==> src/inc/msa_consts.svh <==
// Notes on behaviour
// - channel B self-arm takes channel A's signal
// - start delay 20ns to 2s, 10ns steps
// - undelayed arming armed about 5 ns after edge; here armed 2 clocks (10 ns) after it
// - delayed arming accepts start 60 ns early
// - arming edge polarity selectable, independent of slope
// - zero delay is undelayed; source selectable incl E
// - same-channel interval: start A, stop B settings
// - stop on first qualifying stop after start
// - free run only aligns to first event; here every channel A trigger while idle starts a run
// - arming enabled: each start needs arming edge
// - start synced to first trigger after armed
/*
  constants for the measurement start arming block: register offsets, field
  positions, reset values and timing counts. assumes a 200 MHz ref_clk.
*/
`ifndef MSA_CONSTS_SVH
`define MSA_CONSTS_SVH

// ----------------------------------------------------------------
// register offsets
// ----------------------------------------------------------------
`define MSA_OFS_CTRL 4'h0
`define MSA_OFS_DELAY 4'h1
`define MSA_OFS_STATUS 4'h2
`define MSA_OFS_COUNT 4'h3

// ----------------------------------------------------------------
// control fields
// ----------------------------------------------------------------
`define MSA_CTRL_ARM_EN 0
`define MSA_CTRL_ARM_NEG 1
`define MSA_CTRL_SRC_LO 2
`define MSA_CTRL_SRC_HI 3
`define MSA_CTRL_TI_MODE 4
`define MSA_CTRL_RESET 32'h0000_0000

// ----------------------------------------------------------------
// timing
// ----------------------------------------------------------------
`define MSA_CLK_PERIOD_PS 5000
`define MSA_DELAY_STEP_NS 10
`define MSA_DELAY_MIN_STEPS 28'h000_0002
`define MSA_DELAY_MAX_STEPS 28'hbeb_c200
`define MSA_SETUP_NS 5
`define MSA_EARLY_NS 60
`define MSA_SETUP_CYC ((`MSA_SETUP_NS * 1000 + `MSA_CLK_PERIOD_PS - 1) / `MSA_CLK_PERIOD_PS)
`define MSA_EARLY_CYC ((`MSA_EARLY_NS * 1000) / `MSA_CLK_PERIOD_PS)
`define MSA_STEP_CYC ((`MSA_DELAY_STEP_NS * 1000) / `MSA_CLK_PERIOD_PS)

`endif

==> src/inc/msa_pkg.sv <==
/*
  types for the measurement start arming block.
  assumes msa_consts.svh is on the include path.
*/
package msa_pkg;

    typedef enum logic [1:0] {
        MSA_SRC_E = 2'b00,
        MSA_SRC_A = 2'b01,
        MSA_SRC_B = 2'b10
    } msa_src_type;

    typedef enum logic [2:0] {
        MSA_IDLE = 3'b000,
        MSA_WAIT_EDGE = 3'b001,
        MSA_DELAY = 3'b010,
        MSA_ARMED = 3'b011,
        MSA_RUN = 3'b100
    } msa_state_type;

    typedef struct packed {
        logic wr;
        logic rd;
        logic [3:0] addr;
        logic [31:0] wdata;
    } msa_bus_type;

    typedef struct packed {
        logic chan_a;
        logic chan_b;
        logic chan_e;
    } msa_trig_type;

endpackage

==> src/design/msa_arm.sv <==
/*
  measurement start arming qualifier: chooses an arming source, optional
  programmable start delay, armed window and start/stop qualification.
  assumes trigger inputs are already comparator outputs synchronous to ref_clk
  and that the measurement core reports end of measurement with meas_done.
*/
// The plain strobed port and the address map were chosen for this implementation.
`timescale 1ns/1ps
`include "msa_consts.svh"
module msa_arm (
    input wire logic ref_clk,              // 200 MHz timebase
    input wire logic rst_n,                // sync reset, active low
    input wire msa_pkg::msa_bus_type bus,  // register port requests
    output logic [31:0] rdata,             // read data, cycle after rd
    input wire msa_pkg::msa_trig_type trig,// comparator levels A, B, E
    input wire logic meas_done,            // core finished a measurement
    output logic meas_start,               // one-cycle start pulse
    output logic meas_stop,                // one-cycle stop pulse
    output logic measuring,                // measurement in progress
    output logic armed                     // qualifier is set
);
    import msa_pkg::*;

    // ----------------------------------------------------------------
    // registers
    // ----------------------------------------------------------------
    logic [31:0] ctrl_q, ctrl_d;
    logic [27:0] dly_q, dly_d;
    logic [31:0] rdata_q, rdata_d;
    logic [31:0] starts_q, starts_d;

    // register writes; delay is clamped into the settable range
    always_comb begin
        ctrl_d = ctrl_q;
        dly_d = dly_q;
        if (bus.wr && bus.addr == `MSA_OFS_CTRL) begin
            ctrl_d = bus.wdata;
        end
        if (bus.wr && bus.addr == `MSA_OFS_DELAY) begin
            if (bus.wdata[27:0] == 28'h000_0000) begin
                dly_d = 28'h000_0000;
            end else if (bus.wdata[27:0] < `MSA_DELAY_MIN_STEPS) begin
                dly_d = `MSA_DELAY_MIN_STEPS;
            end else if (bus.wdata[27:0] > `MSA_DELAY_MAX_STEPS) begin
                dly_d = `MSA_DELAY_MAX_STEPS;
            end else begin
                dly_d = bus.wdata[27:0];
            end
        end
    end

    logic arm_en, arm_neg, ti_mode;
    msa_src_type src;
    assign arm_en = ctrl_q[`MSA_CTRL_ARM_EN];
    assign arm_neg = ctrl_q[`MSA_CTRL_ARM_NEG];
    assign ti_mode = ctrl_q[`MSA_CTRL_TI_MODE];
    assign src = msa_src_type'(ctrl_q[`MSA_CTRL_SRC_HI:`MSA_CTRL_SRC_LO]);

    // ----------------------------------------------------------------
    // edge detection
    // ----------------------------------------------------------------
    logic edge_a, edge_b, edge_e, arm_a, arm_b;
    logic b_path;

    // channel B self-arm hears channel A internally, no external tap
    assign b_path = (src == MSA_SRC_B) ? trig.chan_a : trig.chan_b;

    // measuring triggers: channel A start slope, channel B stop slope
    msa_edge u_start_a (.ref_clk(ref_clk), .rst_n(rst_n), .sig(trig.chan_a),
        .neg(1'b0), .edge_p(edge_a));
    msa_edge u_stop_b (.ref_clk(ref_clk), .rst_n(rst_n), .sig(trig.chan_b),
        .neg(1'b0), .edge_p(edge_b));
    // arming edges take their own polarity
    msa_edge u_arm_e (.ref_clk(ref_clk), .rst_n(rst_n), .sig(trig.chan_e),
        .neg(arm_neg), .edge_p(edge_e));
    msa_edge u_arm_a (.ref_clk(ref_clk), .rst_n(rst_n), .sig(trig.chan_a),
        .neg(arm_neg), .edge_p(arm_a));
    msa_edge u_arm_b (.ref_clk(ref_clk), .rst_n(rst_n), .sig(b_path),
        .neg(arm_neg), .edge_p(arm_b));

    logic arm_edge;
    always_comb begin
        unique case (src)
            MSA_SRC_A: arm_edge = arm_a;
            MSA_SRC_B: arm_edge = arm_b;
            default: arm_edge = edge_e;
        endcase
    end

    logic stop_edge;
    assign stop_edge = ti_mode ? edge_b : edge_a;

    // ----------------------------------------------------------------
    // arming sequencer
    // ----------------------------------------------------------------
    msa_state_type st_q, st_d;
    logic [27:0] step_q, step_d;   // 10 ns steps elapsed
    logic [3:0] sub_q, sub_d;      // clocks within a step / setup
    logic start_p, stop_p;

    always_comb begin
        st_d = st_q;
        step_d = step_q;
        sub_d = sub_q;
        start_p = 1'b0;
        stop_p = 1'b0;
        unique case (st_q)
            MSA_IDLE: begin
                // free run: start on every channel A trigger that arrives while idle
                if (!arm_en && edge_a) begin
                    start_p = 1'b1;
                    st_d = MSA_RUN;
                end else if (arm_en) begin
                    st_d = MSA_WAIT_EDGE;
                end
            end
            MSA_WAIT_EDGE: begin
                step_d = 28'h000_0000;
                sub_d = 4'h0;
                if (!arm_en) begin
                    st_d = MSA_IDLE;
                end else if (arm_edge) begin
                    st_d = MSA_DELAY;
                end
            end
            MSA_DELAY: begin
                if (dly_q == 28'h000_0000) begin
                    // setup time before the qualifier takes effect
                    sub_d = sub_q + 4'h1;
                    if (sub_q + 4'h1 >= 4'(`MSA_SETUP_CYC)) begin
                        st_d = MSA_ARMED;
                    end
                end else begin
                    if (sub_q + 4'h1 >= 4'(`MSA_STEP_CYC)) begin
                        sub_d = 4'h0;
                        step_d = step_q + 28'h000_0001;
                    end else begin
                        sub_d = sub_q + 4'h1;
                    end
                    // window opens early so a trigger just before expiry is taken
                    if ((step_q + 28'(`MSA_EARLY_NS / `MSA_DELAY_STEP_NS)) >= dly_q) begin
                        st_d = MSA_ARMED;
                    end
                end
                if (!arm_en) begin
                    st_d = MSA_IDLE;
                end
            end
            MSA_ARMED: begin
                // first trigger after the armed condition starts the run
                if (edge_a) begin
                    start_p = 1'b1;
                    st_d = MSA_RUN;
                end else if (!arm_en) begin
                    st_d = MSA_IDLE;
                end
            end
            MSA_RUN: begin
                if (ti_mode && stop_edge) begin
                    stop_p = 1'b1;
                    st_d = arm_en ? MSA_WAIT_EDGE : MSA_IDLE;
                end else if (!ti_mode && meas_done) begin
                    stop_p = 1'b1;
                    st_d = arm_en ? MSA_WAIT_EDGE : MSA_IDLE;
                end
            end
            default: st_d = MSA_IDLE;
        endcase
    end

    // ----------------------------------------------------------------
    // status and read port
    // ----------------------------------------------------------------
    always_comb begin
        starts_d = start_p ? starts_q + 32'h0000_0001 : starts_q;
        rdata_d = 32'h0000_0000;
        if (bus.rd) begin
            unique case (bus.addr)
                `MSA_OFS_CTRL: rdata_d = ctrl_q;
                `MSA_OFS_DELAY: rdata_d = {4'h0, dly_q};
                `MSA_OFS_STATUS: rdata_d = {27'h0, (st_q == MSA_RUN),
                    (st_q == MSA_ARMED), st_q};
                `MSA_OFS_COUNT: rdata_d = starts_q;
                default: rdata_d = 32'h0000_0000;
            endcase
        end
    end

    // register file; reset leaves arming off and the delay undelayed
    always_ff @(posedge ref_clk) begin
        if (!rst_n) begin
            ctrl_q <= `MSA_CTRL_RESET;
            dly_q <= 28'h000_0000;
        end else begin
            ctrl_q <= ctrl_d;
            dly_q <= dly_d;
        end
    end

    // sequencer; an arming edge in the single idle-to-wait cycle is missed
    always_ff @(posedge ref_clk) begin
        if (!rst_n) begin
            st_q <= MSA_IDLE;
            step_q <= 28'h000_0000;
            sub_q <= 4'h0;
        end else begin
            st_q <= st_d;
            step_q <= step_d;
            sub_q <= sub_d;
        end
    end

    // read data and start count, kept apart so status reads never stall arming
    always_ff @(posedge ref_clk) begin
        if (!rst_n) begin
            rdata_q <= 32'h0000_0000;
            starts_q <= 32'h0000_0000;
        end else begin
            rdata_q <= rdata_d;
            starts_q <= starts_d;
        end
    end

    assign rdata = rdata_q;
    assign meas_start = start_p;
    assign meas_stop = stop_p;
    assign measuring = (st_q == MSA_RUN);
    assign armed = (st_q == MSA_ARMED);
endmodule // msa_arm

==> src/design/msa_edge.sv <==
/*
  edge detector with selectable polarity, one per input trigger path.
  assumes the input is already synchronous to ref_clk.
*/
`timescale 1ns/1ps
module msa_edge (
    input wire logic ref_clk,   // timebase
    input wire logic rst_n,     // sync reset, active low
    input wire logic sig,       // level in
    input wire logic neg,       // 1 selects falling edge
    output logic edge_p         // one-cycle edge pulse
);
    logic prev_q;
    logic prev_d;

    // history of the level
    always_comb begin
        prev_d = sig;
    end

    always_ff @(posedge ref_clk) begin
        if (!rst_n) begin
            prev_q <= 1'b0;
        end else begin
            prev_q <= prev_d;
        end
    end

    // polarity applied after the history so it can change without a spurious edge
    assign edge_p = neg ? (prev_q & ~sig) : (~prev_q & sig);
endmodule // msa_edge

==> config.mk <==
export PLATFORM = sky130hd
export DESIGN_NAME = msa_arm
export DESIGN_NICKNAME = d
export VERILOG_FILES = /design/src/inc/msa_pkg.sv /design/src/design/msa_arm.sv /design/src/design/msa_edge.sv
export VERILOG_INCLUDE_DIRS = /design/src /design/src/inc
export SDC_FILE = /design/constraint.sdc
export NUM_CORES = 1
export LEC_CHECK = 0
export BUFFER_PORTS_ARGS = -buffer_cell sky130_fd_sc_hd__buf_2
export CORE_MARGIN = 4
export CORE_UTILIZATION = 50
export DETAILED_ROUTE_END_ITERATION = 8
export PLACE_DENSITY_LB_ADDON = 0.08
export REMOVE_ABC_BUFFERS = 1
export SETUP_SLACK_MARGIN = 0.5
export SLEW_MARGIN = 5
export SYNTH_ARGS = -nofsm -noshare
export SYNTH_HDL_FRONTEND = slang
export SYNTH_SLANG_ARGS = --single-unit
==> constraint.sdc <==
create_clock -name ref_clk -period 4.2 [get_ports ref_clk]
set_input_delay 0.21 -clock ref_clk [delete_from_list [all_inputs] [get_ports ref_clk]]
set_output_delay 0.21 -clock ref_clk [all_outputs]
set_load 0.01 [all_outputs]
==> impl_metrics.json <==
{
  "drive_gt1_frac": 0.134,
  "final_min_period_over_clock_period": 0.749,
  "arrival_ps": 3450,
  "clock_path_buffers": 2,
  "pwr-share-comb": 0.066,
  "p_sw_uw": 813,
  "synth.top_cells.by_area": "dfxtp_1 (37%), nand2_1 (6.4%), ha_1 (5.3%), xnor2_1 (5.0%), and2_1 (3.5%)",
  "dieWidth_um": 140,
  "synth_top_family_by_area": "simple AND/OR/NAND/NOR gates",
  "maxCapViolCount": 0,
  "die_y_um": 140,
  "synth_simple_gate_area_frac": 0.263,
  "ctsRootBufferMaster": "clkbuf_16",
  "cts_setup_buffers": 0,
  "initial_utilization": 0.507,
  "yosys-mux-area-fraction": 0.0224,
  "power_frac_seq": 0.462,
  "fillerInstances": 1618,
  "placed_area_um2": 9220,
  "dp_slack_ps": 1070,
  "routedWlPerCell_um": 16.6,
  "pin_count": 80,
  "finalWorstSetupSlack_ps": 1050,
  "rsz0062_at_grt": "false",
  "yosysTopAreaCell": "dfxtp_1",
  "grt_pass1_wl_um": 36400,
  "route.detailed.drc": 0,
  "synth_cell_type_count": 69,
  "grtUsageTotal": 0.229,
  "synth_xor_area_frac": 0.0662,
  "ctsHtreeMaxLevel": 4,
  "finalCriticalPeriod_ps": 3150,
  "dp_hpwl_um": 16000,
  "synth_edf_count": 0,
  "coreArea_um2": 17200,
  "outcome": "complete, no violations",
  "crit_path_start_kind": "register",
  "antenna_cells": 0,
  "worstSetupPathType": "reg2reg",
  "fin_nets": 1181,
  "finalHoldViolCount": 0,
  "max_clock_freq_mhz": 318,
  "clkSlewWorstSetupHoldPaths_ps": 60,
  "cts_made_buffers": 17,
  "power.share.switching": 0.238,
  "syn_to_final_growth_pct": 12.7,
  "firstDrtPassIters": 5,
  "ant_nets": 0,
  "irDropWorstVdd_mv": 0.282,
  "core.rowCount": 48,
  "synth-main-ff-cell": "dfxtp_1",
  "hold_buffers": 0,
  "antenna_found_initial": 0,
  "routed_wl_um": 22100,
  "grt_pass1_vias": 6878,
  "async_flop_share": 0,
  "end_kind": "register",
  "avgSynthCellArea_um2": 8.25,
  "netlist.area_leader.share": 0.374,
  "p_leak_nw": 3.64,
  "cp_max_fo": 8,
  "drv_slew": 0,
  "yosysWarnings": 0,
  "synth-compound-area-share": 0.168,
  "ys_seq_area_frac": 0.374,
  "maxSlewHeadroom": 0.251,
  "dpl.cell_count": 1306,
  "clkLatencyLatePin_ps": 430,
  "cts_resized": 0,
  "avgViaCountPerCell": 5.51,
  "dieArea_um2": 19600,
  "grt_overflow_total": 0,
  "vias": 7359,
  "worstMarginPinSlew_ps": 1120,
  "setup-tns-final_ps": 0,
  "mostFrequentLayoutCell": "dfxtp_1",
  "tritoncts": "yes",
  "place_congestion": 0.837,
  "instances_no_fill": 1336,
  "setup_viol": 0,
  "intPower_mw": 2.61,
  "grt_max_degree": 85,
  "cts_sinks": 163,
  "p_per_area_nw_per_um2": 348,
  "synth-adder-area-share": 0.0531,
  "fin_area_um2": 9830,
  "hold_path.class": "in2reg",
  "yosys_register_bits": 163,
  "worstPathRequired_ps": 4510,
  "netlist_area_um2": 8720,
  "io_buffers": 79,
  "drt_iter0_markers": 380,
  "p_clk_frac": 0.472,
  "netlist_instances": 1057,
  "final_util": 0.572,
  "fin_skew_ps": 8.99,
  "layout_common_cells": "dfxtp_1 (163), nand2_1 (148), buf_2 (79)"
}
cells in the mapped netlist, types with 7 or more instances:
cell / instances
ha_1: 37
or3_1: 8
nand2_1: 148
buf_2: 8
xnor2_1: 50
nor2b_1: 18
a21boi_0: 40
o32ai_1: 14
nand3_1: 38
nor2_1: 78
inv_1: 56
and2_1: 49
nor3_1: 23
clkbuf_1: 53
a211oi_1: 7
nor4_1: 13
o21ai_0: 52
and3_1: 7
a22oi_1: 26
nand2b_1: 12
a21oi_1: 25
xor2_1: 14
dfxtp_1: 163
nand4_1: 19
per-layer routing:
layer	wire length, um	GRT usage
met5	0	0
met4	172	0.0561
met3	943	0.0379
met2	10200	0.361
met1	10800	0.328
sequential cells by signal, indices dropped and copies added, names as in the netlist:
signal	count
st_q	3
starts_q	32
u_arm_e.prev_q	1
step_q	28
rdata	32
ctrl_q	32
sub_q	4
dly_q	28
u_stop_b.prev_q	1
u_arm_a.prev_q	1
u_arm_b.prev_q	1
critical path, cell delays in order, from the launching register on:
cell and delay (ps):
dfxtp_1 500, nand3_2 140, a211o_1 330, nand2b_1 200
nor2_1 310, nand3_1 150, xnor2_1 150, ha_1 260
and2_0 150, a221o_1 290, nand2_1 70, o2111ai_1 100
o211a_1 270, mux2i_1 120
final timing paths:
path         slack, ps        endpoint  cells after the start        from
min                 20  u_arm_e.prev_q                      2     trig[0]
max               1050         st_q[0]                     13   step_q[3]
min reg2reg        460       rdata[30]                      2  ctrl_q[30]
max reg2reg       1050         st_q[0]                     13   step_q[3]
metrics by stage:
stage                     total power, mW  hold slack (ps)
after floorplan                      1.72              325
after global placement               1.84              442
after detailed placement             1.84              446
after CTS                            3.45             1.85
after global routing                 3.53             14.1
final                                3.42             15.5
power by group through the flow:
stage | Sequential (mW) | Combinational [mW] | Clock (mW)
floorplan | 1.61 | 0.112 | 0
global placement | 1.61 | 0.224 | 0
detailed placement | 1.61 | 0.225 | 0
CTS | 1.58 | 0.227 | 1.64
global route | 1.58 | 0.247 | 1.70
finish | 1.58 | 0.225 | 1.61
layout make-up:
cell class / instances / area, um^2 / area share
timing repair buffer: 90 / 478 / 0.0486
tap: 225 / 282 / 0.0287
clock inverter: 10 / 150 / 0.0153
clock buffer: 20 / 457 / 0.0465
sequential: 163 / 3260 / 0.332
multi-input combinational: 772 / 4990 / 0.507
inverter: 56 / 210 / 0.0214
cell families (layout without fill, tap and decap cells):
| group | after synthesis | count (layout) |
|---|---|---|
| AO/OA/AOI/OAI | 206 | 206 |
| XOR/XNOR | 65 | 65 |
| adder cells (fa/ha/maj) | 37 | 37 |
| buffers and inverters | 122 | 176 |
| flip-flops | 163 | 163 |
| multiplexers | 12 | 12 |
| AND/OR/NAND/NOR | 452 | 452 |
No activity file was read; power rests on OpenSTA's default activity.
